### config.mk
export PLATFORM = sky130hd
export DESIGN_NAME = srd_host_flat
export DESIGN_NICKNAME = d
export VERILOG_FILES = /design/src/rtl/srd_pkg.sv /design/src/rtl/srd_if.sv /design/src/rtl/srd_host.sv /design/src/flat_wrapper.sv
export VERILOG_INCLUDE_DIRS = /design/src /design/src/rtl
export SDC_FILE = /design/constraint.sdc
export NUM_CORES = 1
export LEC_CHECK = 0
export BUFFER_PORTS_ARGS = -buffer_cell sky130_fd_sc_hd__buf_2
export CORE_ASPECT_RATIO = 0.8
export CORE_MARGIN = 2
export CORE_UTILIZATION = 55
export CTS_CLUSTER_DIAMETER = 80
export DETAILED_ROUTE_END_ITERATION = 16
export PLACE_DENSITY = 0.87
export SLEW_MARGIN = 25
export SYNTH_ARGS = -nofsm -noshare
export SYNTH_HDL_FRONTEND = slang
export SYNTH_SLANG_ARGS = --single-unit
### constraint.sdc
create_clock -name clk -period 1.9 [get_ports clk]
set_input_delay 0.095 -clock clk [delete_from_list [all_inputs] [get_ports clk]]
set_output_delay 0.095 -clock clk [all_outputs]
set_load 0.01 [all_outputs]
### src/rtl/srd_consts.svh
// Constants for the scan result and direct conversion register block.
// Assumes inclusion by bare name from the package and design files.
`ifndef SRD_CONSTS_SVH
`define SRD_CONSTS_SVH

// ----------------------------------------------------------------------
// Register offsets
// ----------------------------------------------------------------------
`define SRD_PACK_LOW_OFS 8'ha6
`define SRD_PACK_HIGH_OFS 8'ha7
`define SRD_REGU_LOW_OFS 8'ha8
`define SRD_REGU_HIGH_OFS 8'ha9
`define SRD_DIRECT_LOW_OFS 8'haa
`define SRD_DIRECT_HIGH_OFS 8'hab
// Host controller register offsets on its user port
`define SRD_HC_CTRL_OFS 8'h00
`define SRD_HC_STATUS_OFS 8'h01
`define SRD_HC_PACK_OFS 8'h02
`define SRD_HC_REGU_OFS 8'h03
`define SRD_HC_DIRECT_OFS 8'h04

// ----------------------------------------------------------------------
// Field layout and reset values
// ----------------------------------------------------------------------
`define SRD_SCAN_W 12
`define SRD_DIRECT_W 14
`define SRD_HIGH_SCAN_W 4
`define SRD_HIGH_DIRECT_W 6
`define SRD_MUX_W 4
`define SRD_RESULT_RST 12'h000
`define SRD_PACK_DIVIDER 32
`define SRD_REGU_DIVIDER 2
`define SRD_FULL_CODE 4095
// Host control word bits
`define SRD_CTRL_TAKEOVER_BIT 4
`define SRD_CTRL_START_BIT 5

`endif

### src/rtl/srd_pkg.sv
// Types shared by both ends of the scan result register link.
// Assumes srd_consts.svh is on the include path.
`include "srd_consts.svh"

package srd_pkg;
    typedef logic [7:0] srd_byte_t;
    typedef logic [`SRD_SCAN_W-1:0] srd_scan_t;
    typedef logic signed [`SRD_DIRECT_W-1:0] srd_direct_t;
    typedef enum logic [4:0] {
        SRD_IDLE = 5'b00001,
        SRD_READ_LOW = 5'b00010,
        SRD_READ_HIGH = 5'b00100,
        SRD_WAIT_CONV = 5'b01000,
        SRD_DONE = 5'b10000
    } srd_host_state_t;
endpackage

### src/rtl/srd_if.sv
// Register link between the device result block and the host.
// Assumes one clock shared by both ends; read data one cycle late.
`timescale 1ns/10ps

interface srd_if (
    input wire logic clk,
    input wire logic rst_n
);
    logic [7:0] addr;
    logic rd;
    logic [7:0] rdata;
    logic takeover;
    logic [3:0] mux_channel_select;
    logic conversion_start_bit;
    modport device (
        input clk, rst_n, addr, rd, takeover, mux_channel_select,
        input conversion_start_bit,
        output rdata
    );
    modport host (
        input clk, rst_n, rdata,
        output addr, rd, takeover, mux_channel_select, conversion_start_bit
    );
endinterface

### src/rtl/srd_host.sv
// Host end: reads scan results, runs direct conversions under takeover.
// Assumes device answers reads one cycle after the read strobe.
`timescale 1ns/10ps
`include "srd_consts.svh"

module srd_host (
    srd_if.host bus,
    input wire logic [7:0] addr,
    input wire logic [7:0] wdata,
    input wire logic wr,
    input wire logic rd,
    output logic [7:0] rdata
);
    // ------------------------------------------------------------------
    // Control and fetch state
    // ------------------------------------------------------------------
    srd_pkg::srd_host_state_t state_q;
    logic takeover_q;
    logic [3:0] chan_q;
    logic start_q;
    logic busy_q;
    logic [7:0] base_q;
    logic [7:0] low_q;
    logic [1:0] which_q;
    logic [11:0] pack_q;
    logic [11:0] regu_q;
    logic [13:0] direct_q;
    logic [3:0] wait_q;
    logic [7:0] rdata_q;

    // Ctrl write: bit4 takeover, bit5 start, 3:0 channel
    always_ff @(posedge bus.clk or negedge bus.rst_n) begin
        if (!bus.rst_n) begin
            takeover_q <= 1'b0;
            chan_q <= 4'h0;
        end else if (wr && addr == `SRD_HC_CTRL_OFS) begin
            takeover_q <= wdata[`SRD_CTRL_TAKEOVER_BIT];
            chan_q <= wdata[3:0];
        end
    end

    // Start pulses at the head of the wait, after takeover and channel
    // settle, so the converter result is stored before the fetch reads it
    always_ff @(posedge bus.clk or negedge bus.rst_n) begin
        if (!bus.rst_n) begin
            start_q <= 1'b0;
        end else begin
            start_q <= state_q == srd_pkg::SRD_WAIT_CONV
                && wait_q == 4'h3;
        end
    end

    // Status write reads pack then regulator result in turn; start bit runs a direct read alone
    always_ff @(posedge bus.clk or negedge bus.rst_n) begin
        if (!bus.rst_n) begin
            state_q <= srd_pkg::SRD_IDLE;
            busy_q <= 1'b0;
            base_q <= 8'h00;
            low_q <= 8'h00;
            which_q <= 2'd0;
            wait_q <= 4'h0;
            pack_q <= 12'h000;
            regu_q <= 12'h000;
            direct_q <= 14'h0000;
        end else begin
            case (state_q)
                srd_pkg::SRD_IDLE: begin
                    busy_q <= 1'b0;
                    if (wr && addr == `SRD_HC_CTRL_OFS
                        && wdata[`SRD_CTRL_START_BIT] && takeover_q) begin
                        busy_q <= 1'b1;
                        wait_q <= 4'h3;
                        state_q <= srd_pkg::SRD_WAIT_CONV;
                    end else if (wr && addr == `SRD_HC_STATUS_OFS) begin
                        busy_q <= 1'b1;
                        which_q <= 2'd0;
                        base_q <= `SRD_PACK_LOW_OFS;
                        state_q <= srd_pkg::SRD_READ_LOW;
                    end
                end
                srd_pkg::SRD_WAIT_CONV: begin
                    wait_q <= wait_q - 4'h1;
                    if (wait_q == 4'h0) begin
                        which_q <= 2'd2;
                        base_q <= `SRD_DIRECT_LOW_OFS;
                        state_q <= srd_pkg::SRD_READ_LOW;
                    end
                end
                srd_pkg::SRD_READ_LOW: begin
                    state_q <= srd_pkg::SRD_READ_HIGH;
                end
                srd_pkg::SRD_READ_HIGH: begin
                    low_q <= bus.rdata;
                    state_q <= srd_pkg::SRD_DONE;
                end
                srd_pkg::SRD_DONE: begin
                    if (which_q == 2'd0) begin
                        pack_q <= {bus.rdata[3:0], low_q};
                        which_q <= 2'd1;
                        base_q <= `SRD_REGU_LOW_OFS;
                        state_q <= srd_pkg::SRD_READ_LOW;
                    end else if (which_q == 2'd1) begin
                        regu_q <= {bus.rdata[3:0], low_q};
                        state_q <= srd_pkg::SRD_IDLE;
                    end else begin
                        direct_q <= {bus.rdata[5:0], low_q};
                        state_q <= srd_pkg::SRD_IDLE;
                    end
                end
                default: state_q <= srd_pkg::SRD_IDLE;
            endcase
        end
    end

    assign bus.rd = state_q == srd_pkg::SRD_READ_LOW
        || state_q == srd_pkg::SRD_READ_HIGH;
    assign bus.addr = state_q == srd_pkg::SRD_READ_HIGH
        ? base_q + 8'h01 : base_q;
    assign bus.takeover = takeover_q;
    assign bus.mux_channel_select = chan_q;
    assign bus.conversion_start_bit = start_q;

    // ------------------------------------------------------------------
    // User read port
    // ------------------------------------------------------------------
    always_ff @(posedge bus.clk or negedge bus.rst_n) begin
        if (!bus.rst_n) begin
            rdata_q <= 8'h00;
        end else if (rd) begin
            case (addr)
                `SRD_HC_CTRL_OFS: rdata_q <= {2'h0, 1'b0, takeover_q, chan_q};
                `SRD_HC_STATUS_OFS: rdata_q <= {7'h00, busy_q};
                `SRD_HC_PACK_OFS: rdata_q <= pack_q[11:4];
                `SRD_HC_REGU_OFS: rdata_q <= regu_q[11:4];
                `SRD_HC_DIRECT_OFS: rdata_q <= direct_q[13:6];
                default: rdata_q <= 8'h00;
            endcase
        end
    end

    assign rdata = rdata_q;
endmodule // srd_host

### src/flat_wrapper.sv
// flat-port wrapper written by rule: the top's interface ports become plain ports
module srd_host_flat 
  (addr, wdata, wr, rd, rdata, clk, rst_n, bus_rdata, bus_addr, bus_rd, bus_takeover, bus_mux_channel_select, bus_conversion_start_bit);
  srd_if bus_i (.clk(clk), .rst_n(rst_n));
  input wire logic [7:0] addr;
  input wire logic [7:0] wdata;
  input wire logic wr;
  input wire logic rd;
  output logic [7:0] rdata;
  input wire logic clk;
  input wire logic rst_n;
  input wire logic [$bits(bus_i.rdata)-1:0] bus_rdata;
  output wire logic [$bits(bus_i.addr)-1:0] bus_addr;
  output wire logic [$bits(bus_i.rd)-1:0] bus_rd;
  output wire logic [$bits(bus_i.takeover)-1:0] bus_takeover;
  output wire logic [$bits(bus_i.mux_channel_select)-1:0] bus_mux_channel_select;
  output wire logic [$bits(bus_i.conversion_start_bit)-1:0] bus_conversion_start_bit;
  assign bus_i.rdata = bus_rdata;
  assign bus_addr = bus_i.addr;
  assign bus_rd = bus_i.rd;
  assign bus_takeover = bus_i.takeover;
  assign bus_mux_channel_select = bus_i.mux_channel_select;
  assign bus_conversion_start_bit = bus_i.conversion_start_bit;
  srd_host u_core (.bus(bus_i), .addr(addr), .wdata(wdata), .wr(wr), .rd(rd), .rdata(rdata));
endmodule
Word level (Yosys, flattened, before mapping)
Index checks and enable logic that the tools add are counted.
Word-level totals
  word-level logic and storage cells: 72
  output and inout port bits: 23
  input bits: 28
  register bits after elaboration: 80
Cells by class
  reductions and logical operators: 17
  bitwise operators: 2
  eq/ne operators: 17
  $add $sub $neg: 2
  multiplexer cells: 21
Operator list (number)
  8-bit 2-to-1 mux: 5
  8-bit case mux with 5 select lines: 1
  5-bit case mux with 5 select lines: 1
  8-bit case mux with 3 select lines: 1
  8-bit by 2-bit == test with 1-bit output, second input constant: 2
  5-bit 2-to-1 mux: 3
  2-bit 2-to-1 mux: 5
  8-bit by 1-bit adder with 8-bit output, second input constant: 1
  8-bit by 1-bit == test with 1-bit output, second input constant: 1
  8-bit by 3-bit == test with 1-bit output, second input constant: 1
  8-bit logical NOT: 1
  4-bit case mux with 2 select lines: 1
  2-bit by 1-bit inequality test with 1-bit output, second input constant: 3
  2-bit case mux with 3 select lines: 1
  2-bit AND reduction: 3
  3-bit AND reduction: 2
  5-bit by 1-bit == test with 1-bit output, second input constant: 1
  5-bit by 2-bit == test with 1-bit output, second input constant: 1
  5-bit by 3-bit == test with 1-bit output, second input constant: 1
  5-bit by 4-bit == test with 1-bit output, second input constant: 1
  5-bit == test, second input constant: 1
  1-bit logical AND: 5
  5-bit AND reduction: 1
  4-bit by 2-bit == test with 1-bit output, second input constant: 1
  other kinds (12): 15

Depth between registers and ports, before layout
  word-level depth: 6
  gate-level depth with buffers: 7
  depth with buffers taken out: 7

Least setup slack after synthesis
OpenSTA, ideal clock, no wires.
  kind: reg2reg
  start: register u_core.wait_q[0]
  end: register u_core.base_q[2]
  period minus slack after synthesis: 1570 ps
  stages on the path, launching flop included: 8
  buffers on the path: 0
  setup slack: 330 ps
  data arrival time: 1452 ps
  library setup time: 118 ps
  cells stage by stage: dfrtp_1 inv_1 ha_1 nor3b_1 nand4_1 nand3b_1 nand2_1 a21o_1
Between the ends
  word-level cells in the longest chain between the ends: 3
RTL lines
  start, declared: line srd_host.sv:28  | logic [3:0] wait_q;
  start signal, assigned: line srd_host.sv:82  | wait_q <= wait_q - 4'h1;
  4-bit logical NOT: line srd_host.sv:83  | if (wait_q == 4'h0) begin
  2-bit inequality test (no line)
  5-bit AND reduction (no line)
  end signal, assigned: line srd_host.sv:77  | base_q <= `SRD_PACK_LOW_OFS;
  end signal, assigned: line srd_host.sv:85  | base_q <= `SRD_DIRECT_LOW_OFS;
  end signal, assigned: line srd_host.sv:100  | base_q <= `SRD_REGU_LOW_OFS;
  end, declared: line srd_host.sv:22  | logic [7:0] base_q;
No other way between the ends.
A chain may end at the register's enable or synchronous reset.

Final worst setup path
  start: register u_core.wait_q[1]
  end: register u_core.base_q[2]
The elaborated chain is that of the path after synthesis.

==> flow_metrics.py <==
metrics = {
    "power": {
        "p_switching_uw": 640,
        "max-vdd-ir-drop_mv": 0.599,
        "power.density_nw_per_um2": 782,
        "pwr-share-comb_pct": 9.5,
        "p_total_uw": 2620,
        "power.share.switching_pct": 24.4,
        "p_int_uw": 1980,
        "leakage_uw": 0.00164,
        "clkPwrFrac_pct": 39.2,
        "seqPwrFrac_pct": 51.3,
    },
    "route": {
        "drt_pass1_iterations": 4,
        "routedWlPerCell_microns": 16.2,
        "vias": 1996,
        "drtIter0Drc": 98,
        "drc": 0,
        "finalWirelength_microns": 5660,
        "wl_met3_microns": 435,
        "vias_per_cell": 5.72,
        "drtAntennaViolNets": 0,
        "met2_length_microns": 2650,
        "wl_met1_microns": 2510,
        "topRoutingLayerUsed": "met4",
    },
    "timing": {
        "worst_pin_slew_ns": 0.520,
        "grt_setup_unrepaired": "no",
        "skew_ns": 0.00323,
        "max_freq_ghz": 0.573,
        "tns_ns": 0,
        "setup_viol": 0,
        "max_slew_margin_pct": 65.3,
        "hold_violations": 0,
        "period_needed_ns": 1.75,
        "slew_violations": 0,
        "fin_ws_ns": 0.155,
        "period_share_pct": 91.9,
    },
    "yosys": {
        "ys_top_cells_by_area": "dfrtp_1 (52%), mux2_2 (15%), a22oi_1 (1.9%), o22ai_1 (1.8%), inv_1 (1.6%)",
        "synth_edf_count": 0,
        "yosysSeqAreaShare_pct": 52.8,
        "netlist_area_sq_um": 2750,
        "syn_avg_cell_area_sq_um": 12.6,
        "ys_types": 54,
        "synth_top_area_share_pct": 51.8,
        "synth_top_area_cell": "dfrtp_1",
        "synthArstFlopShare_pct": 100,
        "yosysWarnings": 0,
        "syn_inst": 219,
        "synth-seq-cells": 58,
        "synth_top_flop_cell": "dfrtp_1",
    },
    "global_route": {
        "globalRoute.totalOverflow": 0,
        "grtUsageTotal_pct": 22.3,
        "grt_pass1_vias": 1917,
        "grt_max_degree": 38,
        "grt_pass1_wl_microns": 9360,
        "antenna_found_initial": 0,
    },
    "die": {
        "core_area_sq_um": 4710,
        "fp-row-count": 22,
        "start_util_pct": 58.5,
        "ioPinCount": 51,
        "dieArea_sq_um": 5590,
        "fp.dieH_microns": 67.3,
        "die_x_microns": 83.1,
    },
    "worst_setup_path": {
        "crit_path_max_fanout": 6,
        "start_kind": "flip-flop",
        "crit_type": "reg -> reg",
        "crit_path_end_kind": "flip-flop",
        "crit_required_ns": 2.13,
        "critical_path_arrival_ns": 1.97,
    },
    "cells_and_area": {
        "drive_gt1_share_pct": 41.9,
        "fillers": 311,
        "final_common_cell": "dfrtp_1",
        "finalNetCount": 315,
        "multi_input_area_sq_um": 1210,
        "diodes": 0,
        "seq_area_sq_um": 1450,
        "most-common-layout-cells": "dfrtp_1 (57), buf_2 (46), mux2_2 (37), inv_1 (12), clkbuf_8 (12)",
        "area_delta_synth_final_pct": 21.9,
    },
    "clock_network": {
        "cts_tree": "yes",
        "cts.path.max_buffers": 2,
        "clk_pin_slew_ns": 0.06,
        "post_cts_buffers": 0,
        "clock_sinks": 58,
        "clock_latency_ns": 0.34,
        "cts-root-buf": "clkbuf_8",
        "htree_levels": 3,
        "cts_buffers": 9,
    },
    "place": {
        "io_buffers": 46,
        "hpwlAfterDp_microns": 4050,
        "gp_congestion": 0.779,
        "pre_cts_slack_ns": 0.208,
    },
    "worst_hold_path": {
        "hold_path_class": "in -> reg",
    },
    "status": {
        "status": "finished clean",
    },
    "job": {
        "drv_cap": 0,
    },
}
[worst max-delay path, cell delays in order (launching register included)]
cell and delay, ns:
dfrtp_1 0.39, inv_1 0.11, ha_1 0.16, nor3b_1 0.31
nand4_1 0.14, nand3b_1 0.25, nand2_1 0.09, a21o_1 0.18
[cell families after synthesis]
kind of cell / share of synthesized area [%]
buf+inv: 3.46
mux: 18.0
compound gates: 10.5
flops: 52.8
xor+xnor: 0.318
other cells: 0.136
simple gates: 13.5
fa+ha+maj: 1.36
[metrics by stage]
stage	instances	utilization, %	hold WS [ns]	instance area, sq um
finish	349	71.2	0.0253	3350
global route	349	71.2	0.0114	3350
CTS	349	71.2	0.0125	3350
detailed placement	322	65.0	0.102	3060
global placement	322	65.0	0.0941	3060
floorplan	220	-	-0.201	2760
[layer usage]
metal,up-vias,global-route usage [%]
li1,929,-
met1,970,29.0
met2,86,34.5
met3,11,8.07
met4,0,9.43
met5,-,0
[final timing paths]
| kind | startpoint | end | slack, ns | depth (start not counted) |
|---|---|---|---|---|
| worst max-delay path | u_core.wait_q[1] | u_core.base_q[2] | 0.15 | 7 |
| worst min-delay path | bus_rdata[3] | u_core.direct_q[11] | 0.03 | 2 |
| worst min register to register | u_core.base_q[2] | u_core.base_q[2] | 0.48 | 1 |
| worst max register to register | u_core.wait_q[1] | u_core.base_q[2] | 0.15 | 7 |
| max in group asynchronous | rst_n | u_core.direct_q[11] | 1.06 | 3 |
| min in group asynchronous | rst_n | u_core.state_q[1] | 0.27 | 2 |
[state kept, by name, summed over array words and instances (netlist names)]
signal	count
u_core.bus.mux_channel_select	4
u_core.state_q	5
u_core.regu_q	8
u_core.bus.conversion_start_bit	1
u_core.low_q	4
u_core.pack_q	8
u_core.busy_q	1
u_core.rdata	8
u_core.bus.takeover	1
u_core.wait_q	4
u_core.base_q	4
u_core.direct_q	8
u_core.which_q	2
[synth_stat cells (2+ instances only)]
cell type	instances
a21o_1	2
a21oi_1	5
a22oi_1	7
a31oi_1	2
a32o_1	3
and2_1	2
and3_1	4
buf_2	4
buf_4	3
clkbuf_1	2
dfrtp_1	57
ha_1	3
inv_1	12
mux2_1	4
mux2_2	37
nand2_1	10
nand2_2	2
nand3_1	2
nand3_2	2
nor2_1	7
nor2_2	2
nor2b_1	4
o21ai_0	5
o22ai_1	8
[area by class of cell]
type                            instances  share of cell area [%]
Sequential cell                        58                    43.3
Multi-Input combinational cell        141                    36.0
Timing Repair Buffer                   62                    11.6
Clock buffer                           14                    5.15
Tap cell                               60                    2.24
Inverter                               12                    1.34
Clock inverter                          2                   0.299
[power groups by stage]
stage	Clock, uW	Sequential [uW]	Combinational [uW]
global placement	0	1360	223
floorplan	0	1350	134
detailed placement	0	1360	230
CTS	1040	1340	249
finish	1030	1340	250
global route	1110	1350	276
[timing repair]
| action | in CTS | in global routing |
|---|---|---|
| setup endpoints to repair | 0 | 0 |
| resized for setup | 0 | 0 |
| hold buffers | 11 | 0 |
| endpoints found under the hold margin | 32 | 0 |
(Power assumes the default switching activity.)
